--- src/fsmc_pkg.sv ---
// Package of the fan speed monitor: register map, field positions, reset values, timing
// Assumes an APB slave with 32-bit data and a single 50 MHz clock
package fsmc_pkg;
    localparam logic [11:0] FSMC_OFF_CTRL = 12'h000;
    localparam logic [11:0] FSMC_OFF_STAT = 12'h004;
    localparam logic [11:0] FSMC_OFF_HLIM = 12'h008;
    localparam logic [11:0] FSMC_OFF_LLIM = 12'h00c;
    localparam logic [11:0] FSMC_OFF_CLR = 12'h010;
    localparam logic [11:0] FSMC_OFF_IEN = 12'h014;

    localparam int FSMC_B_LIMIT_EN = 0;
    localparam int FSMC_B_ENABLE = 1;
    localparam int FSMC_B_FILTER = 8;
    localparam int FSMC_B_MODE = 10;
    localparam int FSMC_B_EDGES = 11;
    localparam int FSMC_B_READY_EN = 14;
    localparam int FSMC_B_TOGGLE_EN = 15;
    localparam int FSMC_B_COUNT = 16;

    localparam int FSMC_S_LIMIT = 0;
    localparam int FSMC_S_PIN = 1;
    localparam int FSMC_S_TOGGLE = 2;
    localparam int FSMC_S_READY = 3;

    localparam logic [15:0] FSMC_COUNT_MAX = 16'hffff;
    localparam logic [15:0] FSMC_HLIM_RST = 16'hffff;
    localparam logic [15:0] FSMC_LLIM_RST = 16'h0000;
    localparam logic [1:0] FSMC_FILT_TICKS = 2'h2;
    localparam logic [3:0] FSMC_EDGES_00 = 4'h2;
    localparam logic [3:0] FSMC_EDGES_01 = 4'h3;
    localparam logic [3:0] FSMC_EDGES_10 = 4'h5;
    localparam logic [3:0] FSMC_EDGES_11 = 4'h9;

    typedef enum logic [0:0] {
        FSMC_MODE_EDGE = 1'b0,
        FSMC_MODE_TICK = 1'b1
    } fsmc_mode_t;

    function automatic logic [3:0] fsmc_edge_target(input logic [1:0] sel);
        unique case (sel)
            2'h0: fsmc_edge_target = FSMC_EDGES_00;
            2'h1: fsmc_edge_target = FSMC_EDGES_01;
            2'h2: fsmc_edge_target = FSMC_EDGES_10;
            2'h3: fsmc_edge_target = FSMC_EDGES_11;
        endcase
    endfunction
endpackage

--- src/fsmc_sense_if.sv ---
// Interface between the monitor core and its speed-sense input filter
// Assumes both ends run on the same clock
`timescale 1ns/1ns
`default_nettype none
interface fsmc_sense_if;
    logic raw;
    logic tick;
    logic run;
    logic filter_en;
    logic level;
    logic rise;
    logic fall;

    modport filt (input raw, input tick, input run, input filter_en, output level, output rise, output fall);
    modport core (output raw, output tick, output run, output filter_en, input level, input rise, input fall);
endinterface
`default_nettype wire

--- src/fsmc_filter.sv ---
// Speed-sense glitch filter and edge detector
// Assumes the raw input and the 100 kHz tick are synchronous to pclk
`timescale 1ns/1ns
`default_nettype none
module fsmc_filter
    import fsmc_pkg::*;
(
    input wire logic pclk,
    input wire logic presetn,
    fsmc_sense_if.filt sense
);
    logic [1:0] agree;
    logic next_level;

    // With the filter on, accept a new level only when seen on three ticks in a row, i.e. held over two full tick periods
    always_comb begin
        next_level = sense.level;
        if (sense.run) begin
            if (!sense.filter_en) begin
                next_level = sense.raw;
            end else if (sense.raw != sense.level && sense.tick && agree == FSMC_FILT_TICKS) begin
                next_level = sense.raw;
            end
        end
    end

    always_ff @(posedge pclk or negedge presetn) begin
        if (!presetn) begin
            agree <= 2'h0;
        end else if (!sense.run || sense.raw == sense.level || next_level != sense.level) begin
            agree <= 2'h0;
        end else if (sense.tick) begin
            agree <= agree + 2'h1;
        end
    end

    always_ff @(posedge pclk or negedge presetn) begin
        if (!presetn) begin
            sense.level <= 1'b0;
            sense.rise <= 1'b0;
            sense.fall <= 1'b0;
        end else begin
            sense.level <= next_level;
            sense.rise <= next_level & ~sense.level;
            sense.fall <= ~next_level & sense.level;
        end
    end
endmodule
`default_nettype wire

--- src/fsmc_top.sv ---
// Fan speed monitor: APB registers, pulse and tick counting, limit checking, interrupt
// Assumes a 50 MHz pclk, a one-cycle 100 kHz tick pulse and a synchronous speed-sense input
`timescale 1ns/1ns
`default_nettype none
module fsmc_top
    import fsmc_pkg::*;
(
    input wire logic pclk,
    input wire logic presetn,
    input wire logic psel,
    input wire logic penable,
    input wire logic pwrite,
    input wire logic [11:0] paddr,
    input wire logic [31:0] pwdata,
    output logic [31:0] prdata,
    output logic pready,
    output logic pslverr,
    input wire logic tick_100khz,
    input wire logic speed_sense_pin_in,
    output logic speed_sense_pin_out,
    output logic speed_sense_pin_oe,
    output logic irq
);
    fsmc_sense_if sense ();

    logic limit_irq_enable;
    logic monitor_enable;
    logic filter_enable;
    fsmc_mode_t count_mode;
    logic [1:0] edge_select;
    logic ready_irq_enable;
    logic toggle_irq_enable;
    logic [15:0] latched_pulse_count;
    logic [15:0] high_limit;
    logic [15:0] low_limit;
    logic [15:0] counter;
    logic [3:0] edges_seen;
    logic limit_violation_flag;
    logic toggle_flag;
    logic ready_flag;
    logic latch_now;
    logic [15:0] latch_value;
    logic [15:0] next_counter;
    logic [3:0] next_edges_seen;
    logic any_edge;
    logic wr;
    logic rd_setup;
    logic mapped;
    logic [3:0] status_word;
    logic [3:0] enable_word;
    logic [31:0] ctrl_word;

    assign sense.raw = speed_sense_pin_in;
    assign sense.tick = tick_100khz;
    assign sense.run = monitor_enable;
    assign sense.filter_en = filter_enable;

    fsmc_filter u_filter (
        .pclk(pclk),
        .presetn(presetn),
        .sense(sense)
    );

    // The pin is an input only and is never driven
    assign speed_sense_pin_out = 1'b0;
    assign speed_sense_pin_oe = 1'b0;

    // APB decode: zero wait states, error on an unmapped address
    assign wr = psel & penable & pwrite;
    assign rd_setup = psel & ~penable & ~pwrite;
    assign mapped = paddr == FSMC_OFF_CTRL || paddr == FSMC_OFF_STAT || paddr == FSMC_OFF_HLIM
        || paddr == FSMC_OFF_LLIM || paddr == FSMC_OFF_CLR || paddr == FSMC_OFF_IEN;
    assign pready = 1'b1;
    assign pslverr = psel & penable & ~mapped;

    // Control bits
    always_ff @(posedge pclk or negedge presetn) begin
        if (!presetn) begin
            limit_irq_enable <= 1'b0;
            monitor_enable <= 1'b0;
            filter_enable <= 1'b0;
            count_mode <= FSMC_MODE_EDGE;
            edge_select <= 2'h0;
            ready_irq_enable <= 1'b0;
            toggle_irq_enable <= 1'b0;
        end else if (wr && paddr == FSMC_OFF_CTRL) begin
            limit_irq_enable <= pwdata[FSMC_B_LIMIT_EN];
            monitor_enable <= pwdata[FSMC_B_ENABLE];
            filter_enable <= pwdata[FSMC_B_FILTER];
            count_mode <= fsmc_mode_t'(pwdata[FSMC_B_MODE]);
            edge_select <= pwdata[FSMC_B_EDGES +: 2];
            ready_irq_enable <= pwdata[FSMC_B_READY_EN];
            toggle_irq_enable <= pwdata[FSMC_B_TOGGLE_EN];
        end else if (wr && paddr == FSMC_OFF_IEN) begin
            limit_irq_enable <= pwdata[FSMC_S_LIMIT];
            toggle_irq_enable <= pwdata[FSMC_S_TOGGLE];
            ready_irq_enable <= pwdata[FSMC_S_READY];
        end
    end

    // Limit registers
    always_ff @(posedge pclk or negedge presetn) begin
        if (!presetn) begin
            high_limit <= FSMC_HLIM_RST;
            low_limit <= FSMC_LLIM_RST;
        end else if (wr && paddr == FSMC_OFF_HLIM) begin
            high_limit <= pwdata[15:0];
        end else if (wr && paddr == FSMC_OFF_LLIM) begin
            low_limit <= pwdata[15:0];
        end
    end

    // Counting in both modes
    assign any_edge = sense.rise | sense.fall;

    always_comb begin
        next_counter = counter;
        next_edges_seen = edges_seen;
        latch_now = 1'b0;
        latch_value = counter;
        if (monitor_enable) begin
            if (count_mode == FSMC_MODE_EDGE) begin
                if (sense.rise) begin
                    next_counter = counter + 16'h0001;
                    latch_now = 1'b1;
                    latch_value = next_counter;
                end
            end else if (any_edge && edges_seen != 4'h0
                         && edges_seen + 4'h1 == fsmc_edge_target(edge_select)) begin
                latch_now = 1'b1;
                latch_value = counter;
                next_counter = 16'h0000;
                next_edges_seen = 4'h1;
            end else if (any_edge) begin
                next_edges_seen = edges_seen + 4'h1;
            end else if (tick_100khz && edges_seen != 4'h0) begin
                if (counter == FSMC_COUNT_MAX - 16'h0001) begin
                    latch_now = 1'b1;
                    latch_value = FSMC_COUNT_MAX;
                    next_counter = 16'h0000;
                    next_edges_seen = 4'h0;
                end else begin
                    next_counter = counter + 16'h0001;
                end
            end
        end
    end

    always_ff @(posedge pclk or negedge presetn) begin
        if (!presetn) begin
            counter <= 16'h0000;
            edges_seen <= 4'h0;
        end else begin
            counter <= next_counter;
            edges_seen <= next_edges_seen;
        end
    end

    always_ff @(posedge pclk or negedge presetn) begin
        if (!presetn) begin
            latched_pulse_count <= 16'h0000;
        end else if (latch_now) begin
            latched_pulse_count <= latch_value;
        end
    end

    // Sticky status: set wins over clear, nothing clears on disable
    always_ff @(posedge pclk or negedge presetn) begin
        if (!presetn) begin
            limit_violation_flag <= 1'b0;
        end else if (latch_now && (latch_value > high_limit || latch_value < low_limit)) begin
            limit_violation_flag <= 1'b1;
        end else if (wr && paddr == FSMC_OFF_CLR && pwdata[FSMC_S_LIMIT]) begin
            limit_violation_flag <= 1'b0;
        end
    end

    always_ff @(posedge pclk or negedge presetn) begin
        if (!presetn) begin
            toggle_flag <= 1'b0;
        end else if (monitor_enable && any_edge) begin
            toggle_flag <= 1'b1;
        end else if (wr && paddr == FSMC_OFF_CLR && pwdata[FSMC_S_TOGGLE]) begin
            toggle_flag <= 1'b0;
        end
    end

    always_ff @(posedge pclk or negedge presetn) begin
        if (!presetn) begin
            ready_flag <= 1'b0;
        end else if (latch_now && count_mode == FSMC_MODE_TICK) begin
            ready_flag <= 1'b1;
        end else if (wr && paddr == FSMC_OFF_CLR && pwdata[FSMC_S_READY]) begin
            ready_flag <= 1'b0;
        end
    end

    assign status_word = {ready_flag, toggle_flag, speed_sense_pin_in, limit_violation_flag};
    assign enable_word = {ready_irq_enable, toggle_irq_enable, 1'b0, limit_irq_enable};

    // Interrupt: any enabled status bit
    always_ff @(posedge pclk or negedge presetn) begin
        if (!presetn) begin
            irq <= 1'b0;
        end else begin
            irq <= |(status_word & enable_word & 4'hd);
        end
    end

    // Control word with reserved bits reading zero
    always_comb begin
        ctrl_word = 32'h0000_0000;
        ctrl_word[FSMC_B_LIMIT_EN] = limit_irq_enable;
        ctrl_word[FSMC_B_ENABLE] = monitor_enable;
        ctrl_word[FSMC_B_FILTER] = filter_enable;
        ctrl_word[FSMC_B_MODE] = count_mode;
        ctrl_word[FSMC_B_EDGES +: 2] = edge_select;
        ctrl_word[FSMC_B_READY_EN] = ready_irq_enable;
        ctrl_word[FSMC_B_TOGGLE_EN] = toggle_irq_enable;
        ctrl_word[FSMC_B_COUNT +: 16] = latched_pulse_count;
    end

    // Read data captured in the setup phase
    always_ff @(posedge pclk or negedge presetn) begin
        if (!presetn) begin
            prdata <= 32'h0000_0000;
        end else if (rd_setup) begin
            unique case (paddr)
                FSMC_OFF_CTRL: prdata <= ctrl_word;
                FSMC_OFF_STAT: prdata <= {28'h0000000, status_word};
                FSMC_OFF_HLIM: prdata <= {16'h0000, high_limit};
                FSMC_OFF_LLIM: prdata <= {16'h0000, low_limit};
                FSMC_OFF_IEN: prdata <= {28'h0000000, enable_word};
                default: prdata <= 32'h0000_0000;
            endcase
        end
    end
endmodule
`default_nettype wire

--- config.mk ---
export PLATFORM = sky130hd
export DESIGN_NAME = fsmc_top
export DESIGN_NICKNAME = d
export VERILOG_FILES = /design/src/fsmc_pkg.sv /design/src/fsmc_sense_if.sv /design/src/fsmc_filter.sv /design/src/fsmc_top.sv
export SDC_FILE = /design/constraint.sdc
export NUM_CORES = 1
export LEC_CHECK = 0
export ABC_AREA = 1
export BUFFER_PORTS_ARGS = -buffer_cell sky130_fd_sc_hd__clkbuf_2
export CAP_MARGIN = 0
export CELL_PAD_IN_SITES_DETAIL_PLACEMENT = 0
export CELL_PAD_IN_SITES_GLOBAL_PLACEMENT = 1
export CORE_AREA = 8 8 141 143
export CTS_CLUSTER_DIAMETER = 40
export DETAILED_ROUTE_END_ITERATION = 7
export DIE_AREA = 0 0 149 151
export GPL_ROUTABILITY_DRIVEN = 0
export GPL_TIMING_DRIVEN = 0
export HOLD_SLACK_MARGIN = 0.1
export PLACE_DENSITY = 0.78
export SYNTH_ARGS = -nofsm -noshare
export SYNTH_HDL_FRONTEND = slang
export SYNTH_HIERARCHICAL = 1
export SYNTH_SLANG_ARGS = --single-unit
export TNS_END_PERCENT = 50
--- constraint.sdc ---
create_clock -name pclk -period 2.6 [get_ports pclk]
set_clock_uncertainty 0.2 [all_clocks]
set_input_delay 0.52 -clock pclk [delete_from_list [all_inputs] [get_ports pclk]]
set_output_delay 0.52 -clock pclk [all_outputs]
set_load 0.005 [all_outputs]
; ---- After elaboration in Yosys (flattened, before gate mapping)
; Cells that the tools add are included.
[classes]
eq_ne = 16
n_mux = 44
order_cmp = 2
bitwise = 15
add_sub_neg = 3
reduce_logical = 39
[op_table]
columns = op, count
row1 = $mux W16, 12
row2 = $pmux W32 S5, 1
row3 = $eq A12 B4 Y1 const B, 2
row4 = $eq A12 B5 Y1 const B, 2
row5 = $mux W4, 6
row6 = $mux W1, 22
row7 = $add A16 B1 Y16 const B, 1
row8 = $eq A16 B16 Y1 const B, 1
row9 = $gt A16 B16 Y1, 1
row10 = $logic_and A1 B1 Y1, 16
row11 = $lt A16 B16 Y1, 1
row12 = $pmux W4 S4, 1
row13 = $eq A12 B3 Y1 const B, 1
row14 = $logic_not A12 Y1, 1
row15 = $reduce_bool A2 Y1, 5
row16 = $logic_or A1 B1 Y1, 8
row17 = $and A1 B1 Y1, 7
row18 = $eq A2 B2 Y1 const B, 3
row19 = $not A1 Y1, 6
row20 = $reduce_bool A3 Y1, 2
row21 = $add A4 B1 Y4 const B, 1
row22 = $and A4 B4 Y4, 1
row23 = $eq A4 B4 Y1, 1
row24 = $mux W2, 2
row25 = 14 further kinds, 15
[totals]
regBits = 117
in_bits = 51

; ---- Logic depth before layout (Yosys ltp)
; Gate-level depths: netlist of run 1.
[logic_depth]
word_depth = 13
ltp_mapped = 23
depth_no_buf = 23

; ---- Modules after synthesis
; Netlist of run 1, hierarchy kept.
[modules_own_cells]
columns = mod, n_inst, area_each_um2, seq_area_each_um2, cells_per_inst
row1 = fsmc_top, 1, 6522.5, 2822.7, 848
row2 = fsmc_filter, 1, 252.7, 125.1, 28

; ---- Worst setup path before layout of run 1
; No wires, ideal clock.
[synth_timing]
path_kind = register -> register
from = register counter[0]
to = register limit_violation_flag
setup_ns = 0.121
t_arrival_ns = 2.558
required_ns = 2.279
stages_incl_launch_ff = 22
path_slack_ns = -0.278
path_cell_list = dfrtp_1 -> inv_1 -> nor3_2 -> nand2_2 -> nor2_4 -> nand3_2 -> nor2_4 -> nand2_1 -> xor2_1 -> nand2_1 -> o21ai_1 -> or2_0 -> nand2_1 -> inv_1 -> ha_1 -> nand3_1 -> nor3_1 -> nand4_1 -> nand2_1 -> nand2_1 -> nand2_1 -> nand2_1
[synth_between]
elab_chain_len = 11
word_cells_on_any_way = 21
cone_classes = add/sub: 1 / order compare: 2 / eq/ne: 1 / mux: 14 / reduce/logical: 3
[synth_lines]
columns = element, line
row1 = "start, declared", fsmc_top.sv:36  ; logic [15:0] counter;
row2 = "start signal, assigned", fsmc_top.sv:154  ; counter <= next_counter;
row3 = "parallel branches: the longest is 5 deep, another holds $add A16 B1 Y16", -
row4 = $mux W16 *, fsmc_top.sv:122  ; if (count_mode == FSMC_MODE_EDGE) begin
row5 = $mux W16 *, fsmc_top.sv:121  ; if (monitor_enable) begin
row6 = named net latch_value[13], fsmc_top.sv:42  ; logic [15:0] latch_value;
row7 = $gt A16 B16 Y1 / $lt A16 B16 Y1 (equally long branches), fsmc_top.sv:171  ; end else if (latch_now && (latch_value > high_limit || latch_value < low_limit)) begin
row8 = $logic_or A1 B1 Y1 *, fsmc_top.sv:171
row9 = $logic_and A1 B1 Y1 *, fsmc_top.sv:171
row10 = $mux W1 / $reduce_bool A2 Y1 (equally long branches), -
row11 = "end signal, assigned", fsmc_top.sv:170  ; limit_violation_flag <= 1'b0;
row12 = "end signal, assigned", fsmc_top.sv:172  ; limit_violation_flag <= 1'b1;
row13 = "end signal, assigned", fsmc_top.sv:174  ; limit_violation_flag <= 1'b0;
row14 = "end, declared", fsmc_top.sv:38  ; logic limit_violation_flag;
; Mark *: on every way through the listed nets, which the timed path passes.
; A chain may end at the register's enable or synchronous reset.

; ---- Worst setup path in the final report of run 1
[layout_timing]
from = register counter[1]
to = register limit_violation_flag
; Same word-level chain as after synthesis.

==> impl_summary.txt, run 1 <==
----------------------------------------------------
[Floorplanning]
  FP Rows ... between 40 and 50
  Effective utilization at floorplan ... 0.384
  Die height ... 151 um
  I/O pin count ... 88
  Die Footprint ... between 20000 and 25000 um2
  Die boundary width ... 149 um
  Core ar. ... roughly 18000 um2

[Cells and area]
  Fill count ... 1774
  Finished Core Util ... 0.487
  Proportion of layout cells with a drive suffix above 1 ... 0.237
  Area taken by multi-input logic gates ... ~3500 um2
  Final net count ... 1076
  Sequential Area ... about 3000 um2
  Final Non-Filler Cells ... 1229
  Antenna diode count ... 0
  Syn-to-layout area delta ... 26.8%

[Global routing]
  Antenna violations before repair ... 0
  Vias in the first global route ... around 6300
  Global route overflow ... 0
  Global-route wire length before repair ... between 30 and 40 mm
  Pin count of the biggest net entering global routing ... 71
  Combined global-route utilization of all metal layers ... 0.186

[Detailed routing]
  Per-cell routed wire length ... about 17 um
  Wire length reported by the detailed router ... 20.4 mm
  Detailed-route via count ... 6273
  Post-route ant nets ... 0
  Residual DRC ... 0
  First-iteration detailed-routing DRC count ... approximately 480
  First-pass iteration count of the detailed router ... 7
  Via/cell ratio ... a little over 5

[Critical path]
  Critical path type ... reg2reg
  CP arrival ... about 3300 ps
  Nature of the critical path startpoint ... flop
  Critical path data required time ... between 2000 and 3000 ps
  Kind of capture point of the worst setup path ... flop
  Highest fanout seen on the critical path ... 4

[Yosys]
  Fraction of post-synthesis cell area in the top cell type by area ... 0.373
  Commonest register cell after synthesis ... sky130_fd_sc_hd__dfrtp_1
  Commonest cells in the netlist ... 216 x sky130_fd_sc_hd__nand2_1, 125 x sky130_fd_sc_hd__inv_1, 112 x sky130_fd_sc_hd__o21ai_0, 101 x sky130_fd_sc_hd__dfrtp_1, 39 x sky130_fd_sc_hd__nor2_1
  Cell count after synthesis ... about 880
  Sequential fraction of the synthesis area ... 0.435
  Number of distinct library cells after synthesis ... 42
  Synth Warn # ... 6
  Count leader, synth ... sky130_fd_sc_hd__nand2_1
  Post-synthesis cell type with the largest combined area ... sky130_fd_sc_hd__dfrtp_1
  Fraction of registers with async set/reset ... 1.00
  Mean post-synth cell area ... between 7 and 8 um2
  Most area-consuming cells after synthesis ... sky130_fd_sc_hd__dfrtp_1 37%, sky130_fd_sc_hd__nand2_1 12%, sky130_fd_sc_hd__o21ai_0 8.3%, sky130_fd_sc_hd__ha_1 7.0%, sky130_fd_sc_hd__inv_1 6.9%
  Number of flops mapped to enable cells by yosys ... 0
  Number of flip-flops and latches in the synthesized netlist ... between 100 and 150
  Post-synthesis instance area ... 6780 um2

[Timing]
  Tightest slew margin relative to the limit ... 0.547
  PnR worst setup slack ... -573 ps
  Final hold slack ... roughly 130 ps
  Worst-margin pin slew ... 674 ps
  Final period util ... 1.22
  Final Critical Period ... 3170 ps
  Fin. Hold Viols ... 0
  Max-slew violation total from the final report ... 0
  Highest clock frequency the design can meet ... roughly 320 MHz
  RSZ-0062 raised after global routing ... yes
  Final setup violation count ... 8

[Clocking]
  CTS clk-pin slew, worst paths ... about 60 ps
  Clock Tree Root ... sky130_fd_sc_hd__clkbuf_16
  Clock net sink count ... ~120
  TritonCTS clock tree ... done
  Number of buffers on the longest clock path ... 2
  Worst skew pair latency ... 420 ps
  Total clock buffers created by CTS ... 17
  Maximum level of the CTS H-tree ... 4

[Power and ir drop]
  Standby leakage power ... approximately 4.1 nW
  Worst-case vdd ir drop ... between 500 and 600 uV
  Overall power after layout ... approximately 4.7 mW
  Total power density per cell area ... between 500 and 600 nW/um2

[Placement]
  Setup Slack @ Placement ... -1050 ps
  Number of buffers inserted by port buffering ... 68
  Cell total after placement ... about 1200
  DP Wirelength ... ~15 mm

[Status]
  Result of the run ... complete, but fails checks
  Violated checks ... setup timing

[Run]
  Number of maximum-capacitance constraint violations ... 0

[Hold path]
  Hold crit path type ... in2reg

----------------------------------------------------
-- metal layers --
metal | vias to the layer above | track usage | wire length (um)
li1 | 3097 | - | -
met1 | 2984 | 0.253 | 9750
met2 | 160 | 0.282 | 8930
met3 | 32 | 0.0427 | 1250
met4 | 0 | 0.0737 | 454
met5 | - | 0 | 0
-- worst paths after layout --
path | from | to | slack (ps) | cells past startpoint
max | counter[1]$_DFFE_PN0P_ | limit_violation_flag$_DFFE_PN0P_ | -570 | 23
min | pwdata[13] | high_limit[13]$_DFFE_PN1P_ | 130 | 3
max reg2reg | counter[1]$_DFFE_PN0P_ | limit_violation_flag$_DFFE_PN0P_ | -570 | 23
min reg2reg | prdata[29]$_DFFE_PN0P_ | prdata[29]$_DFFE_PN0P_ | 280 | 2
max in group asynchronous | presetn | high_limit[15]$_DFFE_PN1P_ | 1070 | 3
min in group asynchronous | presetn | prdata[28]$_DFFE_PN0P_ | 390 | 2
-- what timing repair did --
action                     in CTS  in global routing
hold buffers                    1                  0
buffers inserted               19                  2
setup endpoints to repair      32                 39
gates resized for setup        45                 36
pin swaps                      14                 19
hold endpoints to repair       43                  0
-- cell families (layout without fill, tap and decap cells) --
logic type / after synthesis / after routing / synth area share
other: 2 / 3 / 0.00111
AOI/OAI and AO/OA: 202 / 202 / 0.165
xor gates and xnor gates: 14 / 14 / 0.0181
and+or+nand+nor: 334 / 334 / 0.212
buffers and inverters: 169 / 292 / 0.0981
DFF: 117 / 117 / 0.435
adders and majority gates: 38 / 38 / 0.0702
-- worst max-delay path: stages (launching register included) --
cell	delay [ps]
sky130_fd_sc_hd__dfrtp_2	430
sky130_fd_sc_hd__inv_4	70
sky130_fd_sc_hd__nor3_4	230
sky130_fd_sc_hd__nand2_2	100
sky130_fd_sc_hd__nor2_4	130
sky130_fd_sc_hd__nand3_2	110
sky130_fd_sc_hd__nor2_4	160
sky130_fd_sc_hd__nand3_2	90
sky130_fd_sc_hd__xor2_1	170
sky130_fd_sc_hd__nand2_1	100
sky130_fd_sc_hd__nand3_2	90
sky130_fd_sc_hd__o21ai_4	90
sky130_fd_sc_hd__inv_2	80
sky130_fd_sc_hd__ha_4	270
sky130_fd_sc_hd__nand2_1	60
sky130_fd_sc_hd__inv_2	80
sky130_fd_sc_hd__nand3_4	80
sky130_fd_sc_hd__nor3_4	130
sky130_fd_sc_hd__nand2_1	100
sky130_fd_sc_hd__o2111ai_2	110
sky130_fd_sc_hd__nand2_1	70
sky130_fd_sc_hd__nand2_1	60
sky130_fd_sc_hd__nand2_1	60
sky130_fd_sc_hd__nand2_1	60
-- sequential cells by signal, summed over array words and instances, names as in the netlist --
register              flops
ready_flag                1
u_filter/agree            2
limit_violation_flag      1
count_mode                1
toggle_irq_enable         1
u_filter/sense.rise       1
filter_enable             1
edge_select               2
high_limit               16
ready_irq_enable          1
u_filter/sense.level      1
counter                  16
irq                       1
toggle_flag               1
monitor_enable            1
low_limit                16
limit_irq_enable          1
edges_seen                4
u_filter/sense.fall       1
prdata                   32
latched_pulse_count      16
-- layout make-up --
type | count | area share
multi-input combinational | 591 | 0.405
tap | 229 | 0.0334
timing repair buffer | 91 | 0.0634
clock inverter | 12 | 0.0233
inverter | 130 | 0.0571
buffer | 39 | 0.0214
clock buffer | 20 | 0.0532
sequential | 117 | 0.343
-- per-stage QoR --
stage,cell area [um2],TNS [ps]
2_1_floorplan,6790,-251
3_3_place_gp,7420,-111170
3_5_place_dp,7450,-5990
4_1_cts,8410,-1930
5_1_grt,8590,-4750
6_report,8590,-721
-- layout by cell type, fill, tap and decap left out, types with 12 or more instances in the layout --
master and n:
sky130_fd_sc_hd__nand2_1 209, sky130_fd_sc_hd__inv_1 116, sky130_fd_sc_hd__o21ai_0 107, sky130_fd_sc_hd__dfrtp_1 99, sky130_fd_sc_hd__clkbuf_2 73, sky130_fd_sc_hd__nor2_1 34
sky130_fd_sc_hd__ha_1 31, sky130_fd_sc_hd__nand3_1 27, sky130_fd_sc_hd__buf_4 25, sky130_fd_sc_hd__o22ai_1 22, sky130_fd_sc_hd__a21oi_1 21, sky130_fd_sc_hd__a31oi_1 18
sky130_fd_sc_hd__clkbuf_1 18, sky130_fd_sc_hd__clkbuf_16 17, sky130_fd_sc_hd__dfstp_2 16, sky130_fd_sc_hd__inv_2 12, sky130_fd_sc_hd__buf_2 12
-- report_power, final --
part	switching [mW]	leakage, nW	internal, mW	total [mW]
registers	0.00533	1.52	1.83	1.83
clock network	0.870	0.313	1.75	2.62
logic	0.148	2.23	0.0834	0.231
Note: power is estimated with default switching activity, not from simulation.
==> inputs of run 2 (changes only) <==
PLACE_DENSITY = 0.82   (was 0.78)
SYNTH_HIERARCHICAL = default   (was 1)
==> impl_summary.txt, run 2 <==
----------------------------------------------------
[Power and ir drop]
  Clock network fraction of design power ... 0.546 (was 0.559)
  Total power density per cell area ... 542 nW/um2 (was 545 nW/um2)
  Worst-case vdd ir drop ... 457 uV (was 510 uV)
  Part of the total power dissipated in sequential elements ... 0.396 (was 0.391)
  Standby leakage power ... 4.07 nW (was 4.06 nW)
  Cell internal pwr ... 3.57 mW (was 3.66 mW)
  Overall power after layout ... 4.66 mW (was 4.69 mW)
  Combinational power share ... 0.058 (was 0.049)
  Fraction of power spent switching nets ... 0.235 (was 0.218)
  Net Sw Power ... 1.09 mW (was 1.02 mW)

[Yosys]
  Number of flops mapped to enable cells by yosys ... 0 (unchanged)
  Post-synthesis instance area ... 6770 um2 (was 6780 um2)
  Post-synthesis cell type with the largest combined area ... sky130_fd_sc_hd__dfrtp_1 (unchanged)
  Fraction of post-synthesis cell area in the top cell type by area ... 0.374 (was 0.373)
  Commonest register cell after synthesis ... sky130_fd_sc_hd__dfrtp_1 (unchanged)
  Cell count after synthesis ... 863 (was 876)
  Synth Area in Simple Gates ... 0.203 (was 0.212)
  Commonest cells in the netlist ... 201 x sky130_fd_sc_hd__nand2_1, 134 x sky130_fd_sc_hd__inv_1, 111 x sky130_fd_sc_hd__o21ai_0, 101 x sky130_fd_sc_hd__dfrtp_1, 38 x sky130_fd_sc_hd__ha_1 (was 216 x sky130_fd_sc_hd__nand2_1, 125 x sky130_fd_sc_hd__inv_1, 112 x sky130_fd_sc_hd__o21ai_0, 101 x sky130_fd_sc_hd__dfrtp_1, 39 x sky130_fd_sc_hd__nor2_1)
  Most area-consuming cells after synthesis ... sky130_fd_sc_hd__dfrtp_1 37%, sky130_fd_sc_hd__nand2_1 11%, sky130_fd_sc_hd__o21ai_0 8.2%, sky130_fd_sc_hd__inv_1 7.4%, sky130_fd_sc_hd__ha_1 7.0% (was sky130_fd_sc_hd__dfrtp_1 37%, sky130_fd_sc_hd__nand2_1 12%, sky130_fd_sc_hd__o21ai_0 8.3%, sky130_fd_sc_hd__ha_1 7.0%, sky130_fd_sc_hd__inv_1 6.9%)
  Number of distinct library cells after synthesis ... 45 (was 42)
  Sequential fraction of the synthesis area ... 0.436 (was 0.435)
  Count leader, synth ... sky130_fd_sc_hd__nand2_1 (unchanged)
  XOR/XNOR Fraction of Synth Area ... 0.0192 (was 0.0181)
  Compound-Gate Fraction of Synth Area ... 0.170 (was 0.165)
  Largest family of logic cells by synthesized area ... simple AND/OR/NAND/NOR gates (unchanged)
  Fraction of registers with async set/reset ... 1.00 (unchanged)
  Number of flip-flops and latches in the synthesized netlist ... 117 (unchanged)
  Multiplexer share of the synthesized area ... 0.00166 (was 0)
  Mean post-synth cell area ... 7.84 um2 (was 7.73 um2)
  Synth Area in Adders ... 0.0703 (was 0.0702)
  Synth Warn # ... 0 (was 6)

[Cells and area]
  Final net count ... 1072 (was 1076)
  Number of flip-flops under the largest register name ... 32 (unchanged)
  Biggest register ... prdata (unchanged)
  Top library cells by usage in the layout, fill and taps aside ... 200 x sky130_fd_sc_hd__nand2_1, 128 x sky130_fd_sc_hd__inv_1, 103 x sky130_fd_sc_hd__o21ai_0 (was 209 x sky130_fd_sc_hd__nand2_1, 116 x sky130_fd_sc_hd__inv_1, 107 x sky130_fd_sc_hd__o21ai_0)
  Finished Core Util ... 0.487 (about the same)
  Antenna diode count ... 0 (unchanged)
  Syn-to-layout area delta ... 27.2% (was 26.8%)
  Proportion of layout cells with a drive suffix above 1 ... 0.232 (was 0.237)
  Most common library cell in the layout ignoring fill and taps ... sky130_fd_sc_hd__nand2_1 (unchanged)
  Fill count ... 1728 (was 1774)

[Clocking]
  Maximum level of the CTS H-tree ... 4 (unchanged)
  Number of buffers on the longest clock path ... 2 (unchanged)
  TritonCTS clock tree ... done (unchanged)
  Clock Tree Root ... sky130_fd_sc_hd__clkbuf_16 (unchanged)
  Total clock buffers created by CTS ... 17 (unchanged)
  CTS clk-pin slew, worst paths ... 60 ps (about the same)
  Clock net sink count ... 117 (unchanged)
  Worst skew pair latency ... 420 ps (about the same)

[Detailed routing]
  First-pass iteration count of the detailed router ... 5 (was 7)
  Wire length reported by the detailed router ... 20.5 mm (was 20.4 mm)
  Per-cell routed wire length ... 16.8 um (was 16.6 um)
  Detailed-route via count ... 6278 (was 6273)
  First-iteration detailed-routing DRC count ... 527 (was 479)
  Residual DRC ... 0 (unchanged)
  Post-route ant nets ... 0 (unchanged)
  Via/cell ratio ... 5.12 (was 5.10)

[Timing]
  Highest clock frequency the design can meet ... 310 MHz (was 315 MHz)
  Worst-margin pin slew ... 814 ps (was 674 ps)
  Max-slew violation total from the final report ... 0 (unchanged)
  RSZ-0062 raised after global routing ... yes (unchanged)
  PnR worst setup slack ... -623 ps (was -573 ps)
  Fin. Hold Viols ... 0 (unchanged)
  Final setup violation count ... 1 (was 8)
  Final period util ... 1.24 (was 1.22)
  Final Critical Period ... 3220 ps (was 3170 ps)
  Tightest slew margin relative to the limit ... 0.453 (was 0.547)

[Floorplanning]
  Core ar. ... 17700 um2 (unchanged)
  FP Rows ... 49 (unchanged)
  I/O pin count ... 88 (unchanged)
  Die height ... 151 um (unchanged)
  Die boundary width ... 149 um (unchanged)
  Effective utilization at floorplan ... 0.383 (was 0.384)
  Die Footprint ... 22500 um2 (unchanged)

[Global routing]
  Global route overflow ... 0 (unchanged)
  Combined global-route utilization of all metal layers ... 0.187 (was 0.186)
  Global-route wire length before repair ... 32.6 mm (was 32.9 mm)
  Antenna violations before repair ... 0 (unchanged)
  Vias in the first global route ... 6012 (was 6259)
  Pin count of the biggest net entering global routing ... 81 (was 71)

[Placement]
  Number of buffers inserted by port buffering ... 68 (unchanged)
  DP Wirelength ... 14.7 mm (was 15.1 mm)
  Setup Slack @ Placement ... -1150 ps (was -1050 ps)

[Status]
  Violated checks ... setup timing (unchanged)
  Result of the run ... complete, but fails checks (unchanged)

[Run]
  Number of maximum-capacitance constraint violations ... 0 (unchanged)

[Critical path]
  Critical path type ... reg2reg (unchanged)
  Critical path data required time ... 2710 ps (was 2760 ps)
  Nature of the critical path startpoint ... flop (unchanged)
  R2R setup slack ... -620 ps (was -570 ps)
  Kind of capture point of the worst setup path ... flop (unchanged)
  Highest fanout seen on the critical path ... 10 (was 4)
  CP arrival ... 3330 ps (was 3340 ps)

[Hold path]
  Hold crit path type ... in2reg (unchanged)

----------------------------------------------------
[run 2: changes by cell type in the layout (fill, tap and decap cells not counted), sizes merged, moves of 3 or more]
cell	previous run	this run
o22ai	22	31
a31oi	18	8
nand3b	5	0
nor2	44	40
a21oi	25	22
buf	38	44
nand2	220	204
o211ai	5	9
clkbuf	111	108
nor3	17	22
a211o	2	5
inv	130	141
[run 2: repair_timing]
item	CTS	global route
pin swaps	15	17
hold buffers	1	0
endpoints found under the setup margin	22	38
gates cloned	0	0
setup buffers	21	10
resized for setup	43	44
hold endpoints to repair	36	0
[run 2: metal layers]
metal | routed length, um | global-route usage | vias up
li1 | - | - | 3087
met1 | 9430 | 0.248 | 2980
met2 | 9640 | 0.298 | 186
met3 | 1160 | 0.0353 | 25
met4 | 319 | 0.0656 | 0
met5 | 0 | 0 | -
[run 2: cell type report]
| cell class | instances | area (um2) | share of cell area |
|---|---|---|---|
| plain buffers | 34 | 173 | 0.0201 |
| clock buffers | 18 | 439 | 0.0510 |
| clock inverters | 14 | 198 | 0.0230 |
| inverters | 137 | 519 | 0.0603 |
| multi-input cells | 575 | 3400 | 0.395 |
| flip-flops and latches | 117 | 2950 | 0.343 |
| well taps | 229 | 287 | 0.0333 |
| repair buffers | 101 | 639 | 0.0743 |
[run 2: power groups by stage]
stage / clock network (mW) / logic [mW] / registers (mW)
3_5_place_dp: 0 / 0.232 / 1.88
3_3_place_gp: 0 / 0.222 / 1.88
4_1_cts: 2.58 / 0.257 / 1.84
2_1_floorplan: 0 / 0.117 / 1.87
6_report: 2.55 / 0.272 / 1.84
5_1_grt: 2.67 / 0.304 / 1.84
[run 2: final timing paths]
check,startpoint,endpoint,cells after the start
min in group asynchronous,presetn,low_limit[9]$_DFFE_PN0P_,2
max in group asynchronous,presetn,counter[1]$_DFFE_PN0P_,3
min,pwdata[13],high_limit[13]$_DFFE_PN1P_,3
max,monitor_enable$_DFFE_PN0P_,limit_violation_flag$_DFFE_PN0P_,15
max reg2reg,monitor_enable$_DFFE_PN0P_,limit_violation_flag$_DFFE_PN0P_,15
min reg2reg,prdata[13]$_DFFE_PN0P_,prdata[13]$_DFFE_PN0P_,2
[run 2: worst max-delay path, stage by stage, from the launching register on]
cell	delay [ps]
sky130_fd_sc_hd__dfrtp_1	320
sky130_fd_sc_hd__clkbuf_1	300
sky130_fd_sc_hd__clkbuf_1	640
sky130_fd_sc_hd__o21ai_0	310
sky130_fd_sc_hd__inv_1	160
sky130_fd_sc_hd__ha_1	250
sky130_fd_sc_hd__nand2_1	70
sky130_fd_sc_hd__inv_1	40
sky130_fd_sc_hd__o21ai_0	210
sky130_fd_sc_hd__o211ai_1	190
sky130_fd_sc_hd__nand2_1	120
sky130_fd_sc_hd__o2111ai_2	90
sky130_fd_sc_hd__nand2_1	70
sky130_fd_sc_hd__nand2_1	40
sky130_fd_sc_hd__nand2_1	50
sky130_fd_sc_hd__nand2_1	50
[run 2: logic make-up after synthesis]
kind of cell / Yosys count
XOR/XNOR: 14
multiplexers: 1
AND/OR/NAND/NOR: 316
buffers and inverters: 172
other: 2
adder cells (fa/ha/maj): 38
flip-flops: 117
AO/OA/AOI/OAI: 203
[run 2: per-stage QoR]
stage | std cells | hold slack, ps | TNS (ps) | instance area, um2
final | 1225 | 111 | -623 | 8610
after global placement | 1161 | 265 | -113090 | 7420
after CTS | 1215 | 105 | -622 | 8390
after global routing | 1225 | 136 | -1170 | 8610
after detailed placement | 1162 | 263 | -6200 | 7460
after floorplan | 864 | 24.4 | -337 | 6790
